`config.mk`:
```
export PLATFORM = sky130hd
export DESIGN_NAME = ptm_timer_port
export DESIGN_NICKNAME = d
export VERILOG_FILES = /design/src/ptm_pkg.sv /design/src/ptm_timer_port.sv
export SDC_FILE = /design/constraint.sdc
export NUM_CORES = 1
export LEC_CHECK = 0
export ABC_AREA = 1
export BUFFER_PORTS_ARGS = -buffer_cell sky130_fd_sc_hd__buf_2
export CELL_PAD_IN_SITES_DETAIL_PLACEMENT = 0
export CELL_PAD_IN_SITES_GLOBAL_PLACEMENT = 1
export CORE_UTILIZATION = 41
export DETAILED_ROUTE_END_ITERATION = 7
export PLACE_DENSITY = 0.87
export SYNTH_ARGS = -nofsm -noshare
export SYNTH_HDL_FRONTEND = slang
export SYNTH_SLANG_ARGS = --single-unit
export TNS_END_PERCENT = 100
```
`constraint.sdc`:
```
create_clock -name mclk -period 7.7 [get_ports mclk]
set_clock_uncertainty 0.15 [all_clocks]
set_input_delay 0.77 -clock mclk [delete_from_list [all_inputs] [get_ports mclk]]
set_output_delay 0.77 -clock mclk [all_outputs]
set_load 0.05 [all_outputs]
```
`src/ptm_pkg.sv`:
```
package ptm_pkg;
    localparam int PTM_NUM_CHAN = 3;
    // byte offsets of the host port
    localparam logic [7:0] PTM_OFS_CNT0 = 8'h24;
    localparam logic [7:0] PTM_OFS_CNT1 = 8'h25;
    localparam logic [7:0] PTM_OFS_CNT2 = 8'h26;
    localparam logic [7:0] PTM_OFS_CTRL = 8'h27;
    // control word fields
    localparam int PTM_SEL_LO = 6;
    localparam int PTM_ACC_LO = 4;
    localparam int PTM_MODE_LO = 1;
    localparam int PTM_BCD_POS = 0;
    localparam int PTM_RB_CNT_N = 5;
    localparam int PTM_RB_FLAGS_N = 4;
    localparam int PTM_RB_PICK_LO = 1;
    localparam logic [1:0] PTM_SEL_READBACK = 2'h3;
    localparam logic [1:0] PTM_ACC_LATCH = 2'h0;
    localparam logic [1:0] PTM_ACC_LSB = 2'h1;
    localparam logic [1:0] PTM_ACC_MSB = 2'h2;
    localparam logic [1:0] PTM_ACC_WORD = 2'h3;
    // reset values, then the count constants one and two
    localparam logic [5:0] PTM_RST_CTL = 6'h00;
    localparam logic [15:0] PTM_RST_COUNT = 16'h0000;
    localparam logic [7:0] PTM_RST_BYTE = 8'h00;
    localparam logic PTM_RST_OUT = 1'b0;
    localparam logic [15:0] PTM_ONE = 16'h0001;
    localparam logic [15:0] PTM_TWO = 16'h0002;
    typedef enum {PTM_M0, PTM_M1, PTM_M2, PTM_M3, PTM_M4, PTM_M5} ptm_mode_t;
endpackage

```
`src/ptm_timer_port.sv`:
```
// Behaviour
// - counter data ports at 0x24..0x26 read/write; control word at 0x27.
// - control word: select 7:6, access 5:4, mode 3:1, bcd bit 0.
// - select 0,1,2 picks a counter; 3 means readback command.
// - access 0 latch, 1 low byte, 2 high byte, 3 low then high.
// - mode codes 000..101; top bit ignored for modes 2 and 3.
// - bcd bit clear counts binary, set counts decimal.
// - latch copies count into hold register; later reads return it.
// - two-byte mode alternates low then high via a toggle.
// - readback: 11, count latch_n, flags latch_n, picks 2..0, zero.
// - readback with count latch low latches all picked counters together.
// - readback with flags latch low captures status; next read returns it.
// - status: out, null count, access, mode, bcd.
// - null count set from count write until moved into counter.
// - status then latched low byte then latched high byte.
// - further count latches ignored until held value is read.
// - status latched over an unread count is read first.
// - mode 0 out low after load, high at zero until reload.
// - mode 1 out low after gate rise, high at zero, retriggerable.
// - mode 2 out low one clock every N counts, reloads.
// - mode 3 square wave, odd N high (N+1)/2, low (N-1)/2.
`timescale 1ns/1ns
`default_nettype none
module ptm_timer_port
    import ptm_pkg::*;
(
    input wire logic mclk,
    input wire logic rst,
    input wire logic [7:0] addr,
    input wire logic wr_stb,
    input wire logic rd_stb,
    input wire logic [7:0] wdata,
    output logic [7:0] rdata,
    input wire logic [2:0] cnt_clk,
    input wire logic [2:0] cnt_gate,
    output logic [2:0] cnt_out
);
    function automatic logic [15:0] ptm_dec(input logic [15:0] v,
                                            input logic bcd);
        logic [15:0] r;
        logic b;
        r = v;
        b = 1'b1;
        if (!bcd) begin
            r = v - PTM_ONE;
        end else begin
            for (int i = 0; i < 4; i++) begin
                if (b) begin
                    if (r[4*i+:4] == 4'h0) begin
                        r[4*i+:4] = 4'h9;
                    end else begin
                        r[4*i+:4] = r[4*i+:4] - 4'h1;
                        b = 1'b0;
                    end
                end
            end
        end
        return r;
    endfunction

    logic wr_ctrl;
    logic [2:0] wr_port;
    logic [2:0] rd_port;
    logic rb_cmd;
    logic [7:0] rdata_reg;
    logic [7:0] rdata_next;

    always_comb begin
        wr_ctrl = wr_stb && addr == PTM_OFS_CTRL;
        wr_port = 3'h0;
        rd_port = 3'h0;
        if (addr == PTM_OFS_CNT0) begin
            wr_port[0] = wr_stb;
            rd_port[0] = rd_stb;
        end else if (addr == PTM_OFS_CNT1) begin
            wr_port[1] = wr_stb;
            rd_port[1] = rd_stb;
        end else if (addr == PTM_OFS_CNT2) begin
            wr_port[2] = wr_stb;
            rd_port[2] = rd_stb;
        end
        rb_cmd = wdata[PTM_SEL_LO+:2] == PTM_SEL_READBACK;
    end

    genvar ch;
    generate
        for (ch = 0; ch < PTM_NUM_CHAN; ch++) begin : chan
            logic [5:0] ctl_reg, ctl_next;
            logic [15:0] init_reg, init_next;
            logic [15:0] ce_reg, ce_next;
            logic [15:0] hold_reg, hold_next;
            logic [7:0] stat_reg, stat_next;
            logic held_reg, held_next;
            logic statv_reg, statv_next;
            logic rtog_reg, rtog_next;
            logic wtog_reg, wtog_next;
            logic null_reg, null_next;
            logic out_reg, out_next;
            logic pend_reg, pend_next;
            logic trig_reg, trig_next;
            logic armed_reg, armed_next;
            logic gprev_reg, cprev_reg;
            // first stages feed only the second stages
            logic c_s1_reg, c_s2_reg, g_s1_reg, g_s2_reg;
            logic [7:0] rdb;
            logic [15:0] val;
            logic rd_done;
            logic loaded;
            logic clk_rise;
            ptm_mode_t md;

            always_comb begin
                ctl_next = ctl_reg;
                init_next = init_reg;
                ce_next = ce_reg;
                hold_next = hold_reg;
                stat_next = stat_reg;
                held_next = held_reg;
                statv_next = statv_reg;
                rtog_next = rtog_reg;
                wtog_next = wtog_reg;
                null_next = null_reg;
                out_next = out_reg;
                pend_next = pend_reg;
                trig_next = trig_reg | (g_s2_reg & ~gprev_reg);
                armed_next = armed_reg;
                clk_rise = c_s2_reg & ~cprev_reg;
                loaded = 1'b0;
                rd_done = 1'b0;
                case (ctl_reg[PTM_MODE_LO+:3])
                    3'h0: md = PTM_M0;
                    3'h1: md = PTM_M1;
                    3'h4: md = PTM_M4;
                    3'h5: md = PTM_M5;
                    default: md = ctl_reg[PTM_MODE_LO] ? PTM_M3 : PTM_M2;
                endcase
                // count down on a synced clock rise when the gate and mode allow
                if (clk_rise) begin
                    trig_next = 1'b0;
                    case (md)
                        PTM_M0: begin
                            if (pend_reg) begin
                                ce_next = init_reg;
                                null_next = 1'b0;
                                pend_next = 1'b0;
                            end else if (g_s2_reg) begin
                                ce_next = ptm_dec(ce_reg, ctl_reg[0]);
                                if (ce_reg == PTM_ONE) begin
                                    out_next = 1'b1;
                                end
                            end
                        end
                        PTM_M1, PTM_M5: begin
                            out_next = (md == PTM_M1) ? out_reg : 1'b1;
                            if (trig_reg) begin
                                ce_next = init_reg;
                                null_next = 1'b0;
                                armed_next = 1'b1;
                                out_next = md != PTM_M1;
                            end else if (armed_reg) begin
                                ce_next = ptm_dec(ce_reg, ctl_reg[0]);
                                if (ce_reg == PTM_ONE) begin
                                    out_next = md == PTM_M1;
                                    armed_next = 1'b0;
                                end
                            end
                            pend_next = 1'b0;
                        end
                        PTM_M2: begin
                            if (!g_s2_reg) begin
                                out_next = 1'b1;
                            end else if (pend_reg || trig_reg ||
                                         ce_reg == PTM_ONE) begin
                                ce_next = init_reg;
                                null_next = 1'b0;
                                pend_next = 1'b0;
                                out_next = 1'b1;
                            end else begin
                                ce_next = ptm_dec(ce_reg, ctl_reg[0]);
                                out_next = ce_reg != PTM_TWO;
                            end
                        end
                        PTM_M3: begin
                            // odd counts add one on the high half and
                            // drop one on the low half
                            if (!g_s2_reg) begin
                                out_next = 1'b1;
                            end else if (pend_reg || trig_reg) begin
                                out_next = 1'b1;
                                ce_next = init_reg + {15'h0000, init_reg[0]};
                                null_next = 1'b0;
                                pend_next = 1'b0;
                            end else if (ce_reg <= PTM_TWO) begin
                                out_next = ~out_reg;
                                ce_next = out_reg ?
                                    init_reg - {15'h0000, init_reg[0]} :
                                    init_reg + {15'h0000, init_reg[0]};
                            end else begin
                                ce_next = ptm_dec(ptm_dec(ce_reg,
                                    ctl_reg[0]), ctl_reg[0]);
                            end
                        end
                        default: begin
                            out_next = 1'b1;
                            if (pend_reg) begin
                                ce_next = init_reg;
                                null_next = 1'b0;
                                pend_next = 1'b0;
                                armed_next = 1'b1;
                            end else if (g_s2_reg && armed_reg) begin
                                ce_next = ptm_dec(ce_reg, ctl_reg[0]);
                                if (ce_reg == PTM_ONE) begin
                                    out_next = 1'b0;
                                    armed_next = 1'b0;
                                end
                            end
                        end
                    endcase
                end
                // read path: status first, then held or live count
                val = held_reg ? hold_reg : ce_reg;
                if (statv_reg) begin
                    rdb = stat_reg;
                end else if (ctl_reg[PTM_ACC_LO+:2] == PTM_ACC_MSB) begin
                    rdb = val[15:8];
                    rd_done = 1'b1;
                end else if (ctl_reg[PTM_ACC_LO+:2] == PTM_ACC_WORD &&
                             rtog_reg) begin
                    rdb = val[15:8];
                    rd_done = 1'b1;
                end else begin
                    rdb = val[7:0];
                    rd_done = ctl_reg[PTM_ACC_LO+:2] != PTM_ACC_WORD;
                end
                if (rd_port[ch]) begin
                    if (statv_reg) begin
                        statv_next = 1'b0;
                    end else if (rd_done) begin
                        rtog_next = 1'b0;
                        held_next = 1'b0;
                    end else begin
                        rtog_next = 1'b1;
                    end
                end
                // host writes of the count
                if (wr_port[ch]) begin
                    case (ctl_reg[PTM_ACC_LO+:2])
                        PTM_ACC_LSB: begin
                            init_next = {8'h00, wdata};
                            loaded = 1'b1;
                        end
                        PTM_ACC_MSB: begin
                            init_next = {wdata, 8'h00};
                            loaded = 1'b1;
                        end
                        default: begin
                            if (!wtog_reg) begin
                                init_next[7:0] = wdata;
                                wtog_next = 1'b1;
                            end else begin
                                init_next[15:8] = wdata;
                                wtog_next = 1'b0;
                                loaded = 1'b1;
                            end
                        end
                    endcase
                    if (loaded) begin
                        null_next = 1'b1;
                        // gate edges from before the load must not fire it
                        trig_next = g_s2_reg & ~gprev_reg;
                        pend_next = 1'b1;
                        armed_next = 1'b0;
                        out_next = md != PTM_M0;
                    end
                end
                // control words: only this counter is touched
                if (wr_ctrl && rb_cmd && wdata[PTM_RB_PICK_LO+ch]) begin
                    if (!wdata[PTM_RB_CNT_N] && !held_next) begin
                        hold_next = ce_reg;
                        held_next = 1'b1;
                    end
                    if (!wdata[PTM_RB_FLAGS_N] && !statv_next) begin
                        stat_next = {out_reg, null_reg, ctl_reg};
                        statv_next = 1'b1;
                    end
                end else if (wr_ctrl && !rb_cmd &&
                             wdata[PTM_SEL_LO+:2] == 2'(ch)) begin
                    if (wdata[PTM_ACC_LO+:2] == PTM_ACC_LATCH) begin
                        if (!held_next) begin
                            hold_next = ce_reg;
                            held_next = 1'b1;
                        end
                    end else begin
                        ctl_next = wdata[5:0];
                        out_next = wdata[PTM_MODE_LO+:3] != 3'h0;
                        null_next = 1'b1;
                        pend_next = 1'b0;
                        armed_next = 1'b0;
                        wtog_next = 1'b0;
                        rtog_next = 1'b0;
                        held_next = 1'b0;
                        statv_next = 1'b0;
                    end
                end
            end

            always_ff @(posedge mclk or posedge rst) begin
                if (rst) begin
                    ctl_reg <= PTM_RST_CTL;
                    init_reg <= PTM_RST_COUNT;
                    ce_reg <= PTM_RST_COUNT;
                    hold_reg <= PTM_RST_COUNT;
                    stat_reg <= PTM_RST_BYTE;
                    held_reg <= 1'b0;
                    statv_reg <= 1'b0;
                    rtog_reg <= 1'b0;
                    wtog_reg <= 1'b0;
                    null_reg <= 1'b0;
                    out_reg <= PTM_RST_OUT;
                    pend_reg <= 1'b0;
                    trig_reg <= 1'b0;
                    armed_reg <= 1'b0;
                    gprev_reg <= 1'b0;
                    cprev_reg <= 1'b0;
                    c_s1_reg <= 1'b0;
                    c_s2_reg <= 1'b0;
                    g_s1_reg <= 1'b0;
                    g_s2_reg <= 1'b0;
                end else begin
                    ctl_reg <= ctl_next;
                    init_reg <= init_next;
                    ce_reg <= ce_next;
                    hold_reg <= hold_next;
                    stat_reg <= stat_next;
                    held_reg <= held_next;
                    statv_reg <= statv_next;
                    rtog_reg <= rtog_next;
                    wtog_reg <= wtog_next;
                    null_reg <= null_next;
                    out_reg <= out_next;
                    pend_reg <= pend_next;
                    trig_reg <= trig_next;
                    armed_reg <= armed_next;
                    gprev_reg <= g_s2_reg;
                    cprev_reg <= c_s2_reg;
                    c_s1_reg <= cnt_clk[ch];
                    c_s2_reg <= c_s1_reg;
                    g_s1_reg <= cnt_gate[ch];
                    g_s2_reg <= g_s1_reg;
                end
            end

            assign cnt_out[ch] = out_reg;
        end
    endgenerate

    always_comb begin
        rdata_next = rdata_reg;
        if (rd_port[0]) begin
            rdata_next = chan[0].rdb;
        end else if (rd_port[1]) begin
            rdata_next = chan[1].rdb;
        end else if (rd_port[2]) begin
            rdata_next = chan[2].rdb;
        end
    end

    always_ff @(posedge mclk or posedge rst) begin
        if (rst) begin
            rdata_reg <= PTM_RST_BYTE;
        end else begin
            rdata_reg <= rdata_next;
        end
    end

    assign rdata = rdata_reg;
endmodule
`default_nettype wire

```
---- Yosys cells after proc, flatten, opt, wreduce, memory -nomap -nowiden ----
Cells that the tools add are included.
storage, ports and cells
  register bits after elaboration ......... 239
  latch bits .............................. 0
  RAM bits ................................ 0
  ROM bits ................................ 0
  input bits .............................. 26
  logic and storage cells ................. 1173
  memories ................................ 0
cells by class
  add/sub/neg operators ................... 36
  $mul .................................... 0
  div/mod/pow operators ................... 0
  magnitude comparators ................... 3
  equal/unequal tests ..................... 109
  shifts and indexed selects .............. 0
  multiplexer cells ....................... 806
  bitwise logic cells ..................... 22
  reduce and logical (&&, ||, !) cells .... 124
operators with widths
  cell                   count
  $mux 16                87
  $mux 1                 600
  $mux 4                 78
  $eq 32x2->1 const B    9
  $pmux 16 s4            3
  $mux 8                 18
  $ne 4x3->1 const B     26
  $eq 32x1->1 const B    3
  $eq 32x3->1 const B    3
  $logic_not 32->1       3
  $logic_not 4->1        24
  $ne 32x2->1 const B    3
  $pmux 16 s2            3
  $reduce_bool 32->1     3
  $sub 16x1->16 const B  6
  $sub 4x1->4 const B    24
  $reduce_and 10->1      9
  $ne 7x1->1 const B     9
  $add 16x1->16          3
  $eq 16x1->1 const B    3
  $le 16x2->1 const B    3
  $ne 16x2->1 const B    3
  $sub 16x1->16          3
  $pmux 3 s4             3
  other kinds (32)       171

---- Longest topological paths before layout ----
  depth in word-level cells ............... 57
  gate-level depth with buffers ........... 23
  mapped depth without buffers ............ 23

---- Least setup slack after synthesis ----
Ideal clock, no wire load.
  kind .................................... flip-flop to flip-flop
  from .................................... register chan[1].ce_reg[0]
  to ...................................... register chan[1].ce_reg[15]
  library setup time ...................... 0.113 ns
  arrival ................................. 2.436 ns
  data required time ...................... 7.437 ns
  path slack .............................. 5.002 ns
  cell stages (with the launch flop) ...... 22
  path buffers ............................ 0
  clock period less this slack ............ 2.698 ns
  cells stage by stage .................... dfrtp_1 clkinv_1 ha_1 nand2_4 nor2_8 nand2_2 inv_1 o21ai_0 nand2_1 ha_1 nand2_1 nor2_1 a21oi_1 nand3_1 nand2_1 nand2_1 nand2_1 nand2_1 nand2_1 nand3_1 nand2_1 inv_1
on the way
  cells in the longest elaborated chain, start to end .. 37
  elaborated cells on any way between the ends .. 154
  those cells by class .................... add/sub (4); order compare (1); eq/ne (5); mux (137); reduce/logical (7)
RTL lines
  element                                                 line                   RTL
  from (decl)                                             ptm_timer_port.sv:90   logic [15:0] ce_reg, ce_next;
  from (signal assigned)                                  ptm_timer_port.sv:332  ce_reg <= ce_next;
  branches (longest 37 deep; another with $sub 16x1->16)  n/a
Several ways; the timed one is not identified. The select of a mux whose other input is x is not followed.
A chain may end at the register's enable or synchronous reset.

---- Worst setup path in the final report ----
  from .................................... register chan[1].ce_reg[0]
  to ...................................... register chan[1].ce_reg[5]
on the way
  cells in the longest elaborated chain, start to end .. 23
  elaborated cells on any way between the ends .. 72
  those cells by class .................... add/sub (4); order compare (1); eq/ne (5); mux (57); reduce/logical (5)
RTL lines
  element
  branches (longest 23 deep; another with $mux 16)
Several ways; the timed one is not identified. The select of a mux whose other input is x is not followed.

==> metrics.txt <==
pre-CTS setup slack 4.10 ns; Setup TNS 0 ns; crit path kind reg2reg; Arrival @ worst endpoint 3.83 ns; Placeable Area 47,700 µm²; placed inst area 20,500 µm²; Final WS setup 4.23 ns; Sinks on Clock Net 239; power density over cell area 218 nW/µm²; f_max 0.288 GHz; Final setup viols 0; I/O pin total 37; worst-case reg-to-reg path depth 15; die width 222 µm; post-route ant nets 0; total of max-cap violations 0; total wire length 69.1 mm; Die Area 49,400 µm²; largest net degree at the start of global routing 154; Num CTS Buffers 31; Vert. Die Dim 222 µm; Worst R2R Setup Slack 4.23 ns; Post-synth EDFFs 0; CTS clk-pin slew, worst paths 0.06 ns; Worst Setup Start Kind flip-flop; Root Buffer clkbuf_16; TritonCTS clock tree built; hold crit path type in2reg; Yosys reg bits 239; RR Endpoint chan[1].ce_reg[5]$_DFFE_PP0P_; Max Fanout on Critical Path 9; hold path cells 1; number of global-route vias before repair 19,600; DR vias/cell 5.70; Remaining DRCs 0; Yosys cell types 59; Vias 21,200; period utilization 0.451; initial antenna violation count 1; average cell area after synthesis 6.41 µm²; dpl hpwl 53.0 mm; Seq/Total Area, Yosys 0.301; initial core utilization 0.416; Detailed Routing Iterations Pass 1 5; Worst Hold Path EP chan[1].c_s1_reg$_DFF_PP0_; status complete, no violations; RSZ-0062 raised after global routing false; number of DRC markers in iteration 0 2,128; Combinational Power Share 0.344; routability cong. 0.954; internal power 0.00276 W; fin crit period 3.47 ns; first-pass GRT wire length 109 mm; reg2reg start chan[1].ce_reg[0]$_DFFE_PP0P_; CP endpoint kind flip-flop; Post-Synthesis Cells 3,103; relative slew slack 0.169; Area Overhead vs Synth 8.83%; VDD IR max 173 µV; worst-margin pin slew 1.24 ns; Fin. Hold Viols 0; post-route cell area 21,600 µm²; post-CTS sizing 0; CTS HTree Levels 1; syn_nets 3,166; synth warn 0; Clk pwr share 0.332; most common cell after layout, fill and taps aside nand2_1; hold path start cnt_clk[1]; drt wl/cell 18.5 µm; area of the mapped netlist 19,900 µm²; commonest cells after routing, fill and taps aside nand2_1, inv_1, o21ai_0; Setup Buffers After CTS 0; critical path required time 8.06 ns; Tot GR Track Use 0.275; Most used DFF post-synth dfrtp_1; layout cells sized above 1 0.0788; # nets final 3,147; Net Sw Frac 0.413; Pins Over Slew Limit 0; CTS Buffer Depth 3; fillcell total 4,983; fraction of power consumed by sequential logic 0.323; PortBufs 36; grt ovf 0; ys async rst share 1.00; cts hold-fix bufs 0; leakage power 10.4 nW; Sw Pwr 0.00194 W; Clock Latency Late Sink 0.62 ns; Cell Rows 80
==> per-stage QoR <==
| step | total power, W | utilization | cells | hold slack, ns |
|---|---|---|---|---|
| finish | 0.00471 | 0.453 | 3726 | 0.0997 |
| global route | 0.00498 | 0.453 | 3724 | 0.0761 |
| CTS | 0.00471 | 0.453 | 3724 | 0.0727 |
| detailed placement | 0.00313 | 0.430 | 3666 | 0.185 |
| global placement | 0.00311 | 0.430 | 3666 | 0.185 |
| floorplan | 0.00267 | - | 3103 | 0.181 |
==> cell families (layout without fill, tap and decap cells) <==
group	count (synthesis)	after routing	share of synthesized area
adders and majority gates	37	37	0.0233
AOI/OAI and AO/OA	767	767	0.219
DFF	239	239	0.301
other	0	2	0
buffers and inverters	509	515	0.0986
and+or+nand+nor	1505	1505	0.337
xor gates and xnor gates	46	46	0.0210
==> power by group through the flow <==
stage,combinational [W],clock [W],sequential (W)
floorplan,0.00116,0,0.00151
global placement,0.00157,0,0.00154
detailed placement,0.00159,0,0.00154
CTS,0.00160,0.00159,0.00152
global route,0.00181,0.00164,0.00154
finish,0.00162,0.00156,0.00152
==> Yosys cell counts, types with 38 or more instances <==
cell / n / share of area
inv_1: 373 / 0.070
o21ai_1: 45 / 0.011
o21ai_0: 348 / 0.088
a21oi_1: 151 / 0.038
nor2_1: 232 / 0.044
nor3_1: 38 / 0.0096
nand2_1: 822 / 0.16
o22ai_1: 64 / 0.020
xor2_1: 38 / 0.017
clkbuf_1: 71 / 0.013
dfrtp_1: 239 / 0.30
nand3_1: 258 / 0.065
o211ai_1: 45 / 0.017
==> critical path, stage by stage (launching register included) <==
cell,delay [ns]
dfrtp_1,0.40
clkinv_1,0.25
ha_1,0.35
inv_2,0.11
nor2_4,0.05
o21ai_1,0.13
nand2_1,0.14
a21oi_1,0.20
nand4_1,0.31
xor2_1,0.23
o21ai_0,0.39
a21oi_1,0.11
o21ai_0,0.22
nand3b_1,0.14
o21ai_0,0.10
inv_1,0.06
==> how the worst max path moves through the flow <==
stage | slack (ns) | startpoint | endpoint
6_report | 4.23 | chan[1].ce_reg[0]$_DFFE_PP0P_ | chan[1].ce_reg[5]$_DFFE_PP0P_
5_1_grt | 3.97 | chan[1].ce_reg[0]$_DFFE_PP0P_ | chan[1].ce_reg[15]$_DFFE_PP0P_
4_1_cts | 4.27 | chan[1].ce_reg[0]$_DFFE_PP0P_ | chan[1].ce_reg[6]$_DFFE_PP0P_
3_5_place_dp | 4.10 | addr[3] | chan[2].init_reg[15]$_DFFE_PP0P_
3_3_place_gp | 4.22 | addr[3] | chan[2].init_reg[9]$_DFFE_PP0P_
2_1_floorplan | 0.22 | rst | chan[0].armed_reg$_DFF_PP0_
==> routing by layer <==
metal,GRT usage,wire [µm],up-vias
met2,0.457,32200,785
met1,0.366,29500,9982
met4,0.106,2700,0
li1,-,-,10300
met5,0,0,-
met3,0.0307,4630,140
==> area by class of cell <==
class / count / area, µm² / share of cell area
flip-flops and latches: 239 / 5980 / 0.276
diodes: 2 / 5.00 / 0.000231
clock inverters: 18 / 233 / 0.0108
repair buffers: 51 / 305 / 0.0141
clock buffers: 40 / 870 / 0.0402
well taps: 615 / 769 / 0.0356
multi-input cells: 2355 / 11900 / 0.552
inverters: 406 / 1530 / 0.0709
(Power assumes the default switching activity.)
